--- config.mk ---
export PLATFORM = sky130hd
export DESIGN_NAME = lag_logical_address_generator
export DESIGN_NICKNAME = d
export VERILOG_FILES = /design/src/lag_pkg.sv /design/src/lag_logical_address_generator.sv
export VERILOG_INCLUDE_DIRS = /design/src
export SDC_FILE = /design/constraint.sdc
export NUM_CORES = 1
export LEC_CHECK = 0
export BUFFER_PORTS_ARGS = -buffer_cell sky130_fd_sc_hd__buf_2
export CELL_PAD_IN_SITES_DETAIL_PLACEMENT = 1
export CELL_PAD_IN_SITES_GLOBAL_PLACEMENT = 2
export CORE_MARGIN = 1
export CORE_UTILIZATION = 37
export DETAILED_ROUTE_END_ITERATION = 10
export MAX_ROUTING_LAYER = met4
export PLACE_DENSITY_LB_ADDON = 0.12
export REMOVE_ABC_BUFFERS = 1
export SLEW_MARGIN = 20
export SYNTH_ARGS = -nofsm -noshare
export SYNTH_HDL_FRONTEND = slang
export SYNTH_SLANG_ARGS = --single-unit
--- constraint.sdc ---
create_clock -name CLK -period 4.3 [get_ports CLK]
set_input_delay 0.43 -clock CLK [delete_from_list [all_inputs] [get_ports CLK]]
set_output_delay 0.43 -clock CLK [all_outputs]
set_load 0.01 [all_outputs]
--- src/lag_defs.svh ---
`ifndef LAG_DEFS_SVH
`define LAG_DEFS_SVH

// Register byte offsets
`define LAG_OFF_STS      12'h000
`define LAG_OFF_SEG      12'h004
`define LAG_OFF_XPT      12'h008
`define LAG_OFF_ADDR     12'h00C
`define LAG_OFF_STAT     12'h010
`define LAG_OFF_PCR      12'h040

// Status word bit positions
`define LAG_STS_PTM      0
`define LAG_STS_DOUBLE   13
`define LAG_STS_PON      14

// Paging control entry fields
`define LAG_PCR_RING_HI  1
`define LAG_PCR_NORM_LO  6
`define LAG_PCR_ALT_LO   9

// Misc command field bits
`define LAG_MISC_ALT     0
`define LAG_MISC_WORD2   1
`define LAG_MISC_SHADOW  2

// Reset values and shadow window
`define LAG_RST_WORD     16'h0000
`define LAG_SHADOW_BASE  16'hFE00

`endif

--- src/lag_pkg.sv ---
package lag_pkg;

  typedef enum logic [4:0] {
    OP_NONE  = 5'b00000,
    OP_FETCH = 5'b00001,
    OP_PCREL = 5'b00010,
    OP_XREL  = 5'b00011,
    OP_BREL  = 5'b00100,
    OP_BX    = 5'b00101,
    OP_ABS   = 5'b00110,
    OP_JUMP  = 5'b00111,
    OP_PCR   = 5'b01000,
    OP_SEG   = 5'b01001,
    OP_XPT   = 5'b01010
  } lag_op_e;

  typedef struct packed {
    logic [3:0] spare;
    logic [5:0] table_sel;
    logic [5:0] vpage;
    logic [9:0] offset;
  } lag_addr_s;

  typedef struct packed {
    logic [4:0]  misc;
    logic [4:0]  mem;
    logic [15:0] arg;
  } lag_cmd_s;

endpackage

--- src/lag_logical_address_generator.sv ---
`timescale 1ns/1ps
`default_nettype none
`include "lag_defs.svh"

module lag_logical_address_generator
  import lag_pkg::*;
(
  // Clock and reset
  input  wire logic        CLK,
  input  wire logic        RST,
  // APB slave
  input  wire logic        PSEL,
  input  wire logic        PENABLE,
  input  wire logic        PWRITE,
  input  wire logic [11:0] PADDR,
  input  wire logic [31:0] PWDATA,
  output var  logic [31:0] PRDATA,
  output var  logic        PREADY,
  output var  logic        PSLVERR,
  // Microcode command fields, unlatched
  input  wire logic [4:0]  MEM_CMD,
  input  wire logic [4:0]  MISC_CMD,
  input  wire logic [15:0] UWORD_ARG,
  // Processor level and register-file writes
  input  wire logic [3:0]  LEVEL,
  input  wire logic        RF_PC_WR,
  input  wire logic        RF_X_WR,
  input  wire logic        RF_B_WR,
  input  wire logic [15:0] RF_DATA,
  // Address to memory management
  output var  lag_addr_s   ADDR,
  output var  logic        ADDR_VALID,
  output var  logic        SHADOW,
  output var  logic [1:0]  RING,
  output var  logic        INSTR_FETCH,
  output var  logic        REFETCH,
  // Internal data bus drive
  output var  logic [15:0] BUS_DO,
  output var  logic        BUS_OE_N
);

  // Command latch
  lag_cmd_s    cmd_q;
  logic        go_q;
  // Address register copies
  logic [15:0] pc_q;
  logic [15:0] x_q;
  logic [15:0] b_q;
  // Software registers
  logic [15:0] sts_q;
  logic [15:0] seg_q;
  logic [15:0] xpt_q;
  logic [15:0] pcr_q [16];
  logic        refetch_q;
  // APB state
  logic [31:0] prdata_q;
  logic        pready_q;
  logic        pslverr_q;
  // Outputs
  lag_addr_s   addr_q;
  logic        valid_q;
  logic        shadow_q;
  logic [1:0]  ring_q;
  logic        ifetch_q;
  logic [15:0] bus_do_q;
  logic        bus_oe_n_q;

  // Command decode
  wire lag_op_e     op       = lag_op_e'(cmd_q.mem);
  wire logic        op_known = (cmd_q.mem <= OP_XPT);
  wire logic        cmd_go   = go_q && op_known && (op != OP_NONE);
  wire logic        is_fetch = cmd_go && (op == OP_FETCH);
  wire logic        is_jump  = cmd_go && (op == OP_JUMP);
  wire logic        page_table_mode_bit      = sts_q[`LAG_STS_PTM];
  wire logic        dbl      = sts_q[`LAG_STS_DOUBLE];
  wire logic        paging_on_flag      = sts_q[`LAG_STS_PON];
  wire logic [15:0] pcr_cur  = pcr_q[LEVEL];

  // Adder operands
  wire logic [15:0] base_v =
    (op == OP_XREL)                  ? x_q     :
    (op == OP_BREL || op == OP_BX)   ? b_q     :
    (op == OP_ABS)                   ? 16'h0000 :
    (op == OP_PCR)                   ? pcr_cur :
    (op == OP_SEG)                   ? seg_q   :
    (op == OP_XPT)                   ? xpt_q   : pc_q;
  wire logic [15:0] disp_v =
    (op == OP_FETCH)                 ? 16'h0000 :
    (op == OP_BX)                    ? x_q     : cmd_q.arg;
  wire logic        cin    = dbl && cmd_q.misc[`LAG_MISC_WORD2];
  wire logic [15:0] sum    = base_v + disp_v + {15'h0000, cin};

  // Page table selection
  wire logic        use_alt  = cmd_q.misc[`LAG_MISC_ALT] && !is_fetch;
  wire logic [2:0]  tbl_lo   = use_alt ? pcr_cur[`LAG_PCR_ALT_LO +: 3]
                                       : pcr_cur[`LAG_PCR_NORM_LO +: 3];
  wire logic [2:0]  tbl_hi   = page_table_mode_bit ? xpt_q[2:0] : 3'b000;
  wire logic [5:0]  tbl      = paging_on_flag ? {tbl_hi, tbl_lo} : 6'b000000;
  wire logic        shadow_d = cmd_q.misc[`LAG_MISC_SHADOW] ||
                               (!paging_on_flag && (sum >= `LAG_SHADOW_BASE));

  wire lag_addr_s   addr_d = '{spare:     4'h0,
                               table_sel: tbl,
                               vpage:     sum[15:10],
                               offset:    sum[9:0]};

  // Latch raw command fields every cycle
  always_ff @(posedge CLK) begin
    if (RST) begin
      cmd_q <= '0;
      go_q  <= 1'b0;
    end else begin
      cmd_q <= '{misc: MISC_CMD, mem: MEM_CMD, arg: UWORD_ARG};
      go_q  <= 1'b1;
    end
  end

  // Address register, held between commands
  always_ff @(posedge CLK) begin
    if (RST) begin
      addr_q   <= '0;
      shadow_q <= 1'b0;
      ring_q   <= 2'b00;
      ifetch_q <= 1'b0;
    end else if (cmd_go) begin
      addr_q   <= addr_d;
      shadow_q <= shadow_d;
      ring_q   <= pcr_cur[`LAG_PCR_RING_HI:0];
      ifetch_q <= is_fetch;
    end
  end

  always_ff @(posedge CLK) begin
    if (RST) begin
      valid_q <= 1'b0;
    end else begin
      valid_q <= cmd_go;
    end
  end

  // Private register copies
  always_ff @(posedge CLK) begin
    if (RST) begin
      pc_q <= `LAG_RST_WORD;
    end else if (RF_PC_WR) begin
      pc_q <= RF_DATA;
    end else if (is_jump) begin
      pc_q <= sum;
    end else if (is_fetch) begin
      pc_q <= pc_q + 16'h0001;
    end
  end

  always_ff @(posedge CLK) begin
    if (RST) begin
      x_q <= `LAG_RST_WORD;
      b_q <= `LAG_RST_WORD;
    end else begin
      if (RF_X_WR) begin
        x_q <= RF_DATA;
      end
      if (RF_B_WR) begin
        b_q <= RF_DATA;
      end
    end
  end

  // New fetch demanded; a write in the fetch cycle wins
  always_ff @(posedge CLK) begin
    if (RST) begin
      refetch_q <= 1'b0;
    end else if (RF_PC_WR) begin
      refetch_q <= 1'b1;
    end else if (is_fetch) begin
      refetch_q <= 1'b0;
    end
  end

  // Jump target onto internal bus for one cycle
  always_ff @(posedge CLK) begin
    if (RST) begin
      bus_do_q   <= 16'h0000;
      bus_oe_n_q <= 1'b1;
    end else begin
      bus_oe_n_q <= !is_jump;
      if (is_jump) begin
        bus_do_q <= sum;
      end
    end
  end

  // APB decode
  wire logic        setup    = PSEL && !PENABLE;
  wire logic        wr_en    = PSEL && PENABLE && pready_q && PWRITE;
  wire logic        hit_sts  = (PADDR == `LAG_OFF_STS);
  wire logic        hit_seg  = (PADDR == `LAG_OFF_SEG);
  wire logic        hit_xpt  = (PADDR == `LAG_OFF_XPT);
  wire logic        hit_addr = (PADDR == `LAG_OFF_ADDR);
  wire logic        hit_stat = (PADDR == `LAG_OFF_STAT);
  wire logic        hit_pcr  = (PADDR[11:6] == 6'(`LAG_OFF_PCR >> 6)) &&
                               (PADDR[1:0] == 2'b00);
  wire logic [3:0]  pcr_idx  = PADDR[5:2];
  wire logic        hit_ro   = hit_addr || hit_stat;
  wire logic        mapped   = hit_sts || hit_seg || hit_xpt || hit_ro || hit_pcr;
  wire logic [31:0] stat_v   = {pc_q, 8'h00, LEVEL, ring_q, refetch_q, shadow_q};
  wire logic [31:0] rd_v     =
    hit_sts  ? {16'h0000, sts_q} :
    hit_seg  ? {16'h0000, seg_q} :
    hit_xpt  ? {16'h0000, xpt_q} :
    hit_addr ? {6'h00, addr_q}   :
    hit_stat ? stat_v            :
    hit_pcr  ? {16'h0000, pcr_q[pcr_idx]} : 32'h00000000;

  always_ff @(posedge CLK) begin
    if (RST) begin
      pready_q  <= 1'b0;
      pslverr_q <= 1'b0;
      prdata_q  <= 32'h00000000;
    end else begin
      pready_q  <= setup;
      pslverr_q <= setup && (!mapped || (PWRITE && hit_ro));
      if (setup && !PWRITE) begin
        prdata_q <= rd_v;
      end
    end
  end

  always_ff @(posedge CLK) begin
    if (RST) begin
      sts_q <= `LAG_RST_WORD;
      seg_q <= `LAG_RST_WORD;
      xpt_q <= `LAG_RST_WORD;
    end else if (wr_en) begin
      if (hit_sts) begin
        sts_q <= PWDATA[15:0];
      end
      if (hit_seg) begin
        seg_q <= PWDATA[15:0];
      end
      if (hit_xpt) begin
        xpt_q <= PWDATA[15:0];
      end
    end
  end

  // Paging control entries, one per level
  for (genvar i = 0; i < 16; i++) begin : g_pcr
    always_ff @(posedge CLK) begin
      if (RST) begin
        pcr_q[i] <= `LAG_RST_WORD;
      end else if (wr_en && hit_pcr && (pcr_idx == 4'(i))) begin
        pcr_q[i] <= PWDATA[15:0];
      end
    end
  end

  assign ADDR        = addr_q;
  assign ADDR_VALID  = valid_q;
  assign SHADOW      = shadow_q;
  assign RING        = ring_q;
  assign INSTR_FETCH = ifetch_q;
  assign REFETCH     = refetch_q;
  assign BUS_DO      = bus_do_q;
  assign BUS_OE_N    = bus_oe_n_q;
  assign PRDATA      = prdata_q;
  assign PREADY      = pready_q;
  assign PSLVERR     = pslverr_q;
endmodule
`default_nettype wire

==> impl_metrics.yaml <==
logic_synthesis:
  syn_area_per_cell_sq_um: 11.0
  yosysUniqueCellTypes: 74
  ys_seq_elements: 456
  netlist_instances: 2147
  synth_edf_count: 256
  syn_area_sq_mm: 0.0236
  seq_area_frac_synth_pct: 49.6
  async_reset_ff_share_pct: 0
  ys.warnings.count: 0
  synth_ff_type: "edfxtp_1"
pwr:
  p_leak_nw: 10.9
  pwr_density_cell_mw_per_mm2: 380
  peakVddDrop_mv: 0.304
  power_mw: 10.7
clock_network:
  cts_tree: "yes"
  clk_latency_ns: 0.62
  clock-sinks: 456
  root_buffer: "clkbuf_16"
  h-tree-depth: 2
  clockBufferDepth: 3
  cts_buffers: 53
  cts.clk_slew.worst_paths_ns: 0.07
critical_path:
  cp_num_buf_inv: 2
  cp.arrival_ns: 4.66
  slowest_stage: "mux4_2"
  worstPathRequired_ns: 4.85
  crit_path_cell_trace: "mux4_2 > mux4_2 > a21oi_2 > o211ai_1 > o21ai_1 > fa_2 > fa_2 > nor2b_2 > o31a_1 > a2bb2oi_4 > buf_4 > a2111oi_2 > a211oi_1 > buf_4 > a21oi_1 > a21oi_1 > nor2_1"
  max_stage_delay_ns: 0.58
  worst_setup_path_start_kind: "register"
  path_class: "reg -> reg"
  cp.depth: 17
  crit_family: "compound AO/OA/AOI/OAI gates"
  end_kind: "register"
  crit_fanout: 3
  worstRegToRegCells: 17
sta:
  fin_ws_ns: 0.192
  fin_tns_setup_ns: 0
  relSlewSlack_pct: 29.6
  maxSlewViolCount: 0
  finalCritPeriodShare_pct: 95.5
  finalHoldViolations: 0
  post-route-min-period_ns: 4.11
  setup_viol_count_final: 0
  max_clock_freq_ghz: 0.243
  finClkSkew_ns: 0.0216
  worst_pin_slew_ns: 1.06
global_routing:
  antenna_found_initial: 1
  grt_usage_pct: 28.5
  overflow: 0
  grt_pass1_wl_um: 130000
  grt_max_degree: 187
  grt_pass1_vias: 19000
place:
  post-place-cells: 3134
  numPortBuffers: 158
  place_ws_ns: -0.630
  gp_congestion: 0.929
  hpwl_um: 61300
cells_and_area:
  area_growth_pct: 19.5
  finalNonFillerCells: 3244
  antenna_cells: 0
  layout_commonest_cell: "nand2_1"
  drive_gt1_share_pct: 26.7
  layout_common_cells: "nand2_1 (303), and2_1 (261), edfxtp_1 (256)"
  layout.nets: 2469
floorplanning:
  initial_core_util_pct: 37.4
  pin_count: 181
  dieWidth_um: 254
  die_area_sq_mm: 0.0647
  dieHeight_um: 254
  row_count: 92
  core_sq_mm: 0.0630
detailed_routing:
  first_pass_iters: 8
  wl_per_cell_um: 27.3
  vias_per_cell: 5.64
  drt_iter0_drc: 1583
  vias: 18300
  ant_nets: 0
  wirelength_um: 88600
  drc: 2
min_path:
  whs_path_depth: 2
  hp-class: "in -> reg"
flow_run:
  max-cap-violations: 0
run_status:
  status: "finished with violations"
  violations: "DRC"
==> flip-flops by register name, summed over array words and instances, names as in the netlist, 19 cells and up <==
name / cells
cmd_q: 19
ADDR: 22
PRDATA: 32
pcr_q: 256
==> cell usage after synthesis (all sizes together) (5+ instances only) <==
library cell / n / area share, %
a21o: 5 / 0.16
a222oi: 9 / 0.38
nand2b: 6 / 0.16
nand2: 305 / 4.9
nor2: 174 / 2.8
a22oi: 5 / 0.16
clkbuf: 137 / 2.2
nand3: 27 / 0.57
a211o: 7 / 0.26
a221oi: 8 / 0.30
nand4: 12 / 0.32
a21oi: 189 / 4.0
nor3: 14 / 0.36
mux2i: 63 / 2.7
o211ai: 11 / 0.35
nor3b: 5 / 0.21
o21ai: 70 / 1.5
and4: 5 / 0.19
mux2: 5 / 0.24
and2: 261 / 6.9
buf: 51 / 1.1
edfxtp: 256 / 33
xnor2: 7 / 0.26
ha: 15 / 0.80
nor2b: 34 / 0.90
o21a: 5 / 0.16
dfxtp: 200 / 17
o31ai: 6 / 0.19
inv: 12 / 0.19
a211oi: 29 / 0.94
mux4: 157 / 15
==> final timing paths <==
kind | from | to | slack [ns]
worst min-delay path | UWORD_ARG[0] | cmd_q[0] | 0.03
worst max register to register | pcr_q[9][0] | pc_q[12] | 0.19
worst min register to register | BUS_DO[5] | BUS_DO[5] | 0.45
worst max-delay path | pcr_q[9][0] | pc_q[12] | 0.19
==> through the flow <==
stage	hold slack [ns]	utilization, %	area (sq um)
final	0.0323	44.7	28200
after global routing	0.00581	44.7	28200
after CTS	0.000141	44.3	27900
after detailed placement	0.446	41.5	26100
after global placement	0.439	41.4	26100
after floorplan	0.430	-	22800
==> cell families after synthesis <==
logic type / synth area share [%]
XOR/XNOR: 0.409
multiplexers: 17.9
buffers and inverters: 3.51
adder cells (fa/ha/maj): 0.966
other: 0.0159
AO/OA/AOI/OAI: 9.78
AND/OR/NAND/NOR: 17.8
flip-flops: 49.6
==> what timing repair did <==
action | CTS | global route
pin swaps | 1 | 27
hold buffers | 3 | 0
endpoints found under the hold margin | 4 | 0
setup endpoints to repair | 14 | 22
gates resized for setup | 4 | 53
setup buffers | 3 | 7
==> cell type report <==
| cell class | instances | area [sq um] |
|---|---|---|
| clock buffers | 75 | 1490 |
| clock inverters | 24 | 224 |
| fillers | 6803 | 34800 |
| inverters | 13 | 48.8 |
| multi-input cells | 1493 | 11400 |
| flip-flops and latches | 456 | 11700 |
| well taps | 846 | 1060 |
| repair buffers | 337 | 2280 |
==> metal layers <==
layer  part of all wire, %  global-route usage (%)  vias up
li1                      -                       -     8197
met3                   4.6                    3.56      162
met1                    40                    34.3     9423
met5                     0                       -        -
met4                   3.6                    9.98        0
met2                    51                    49.2      513
==> power by group <==
part | switching, mW | internal, mW
clock network | 1.91 | 2.65
registers | 0.101 | 4.71
logic | 0.763 | 0.565
No activity file was read; power rests on OpenSTA's default activity.
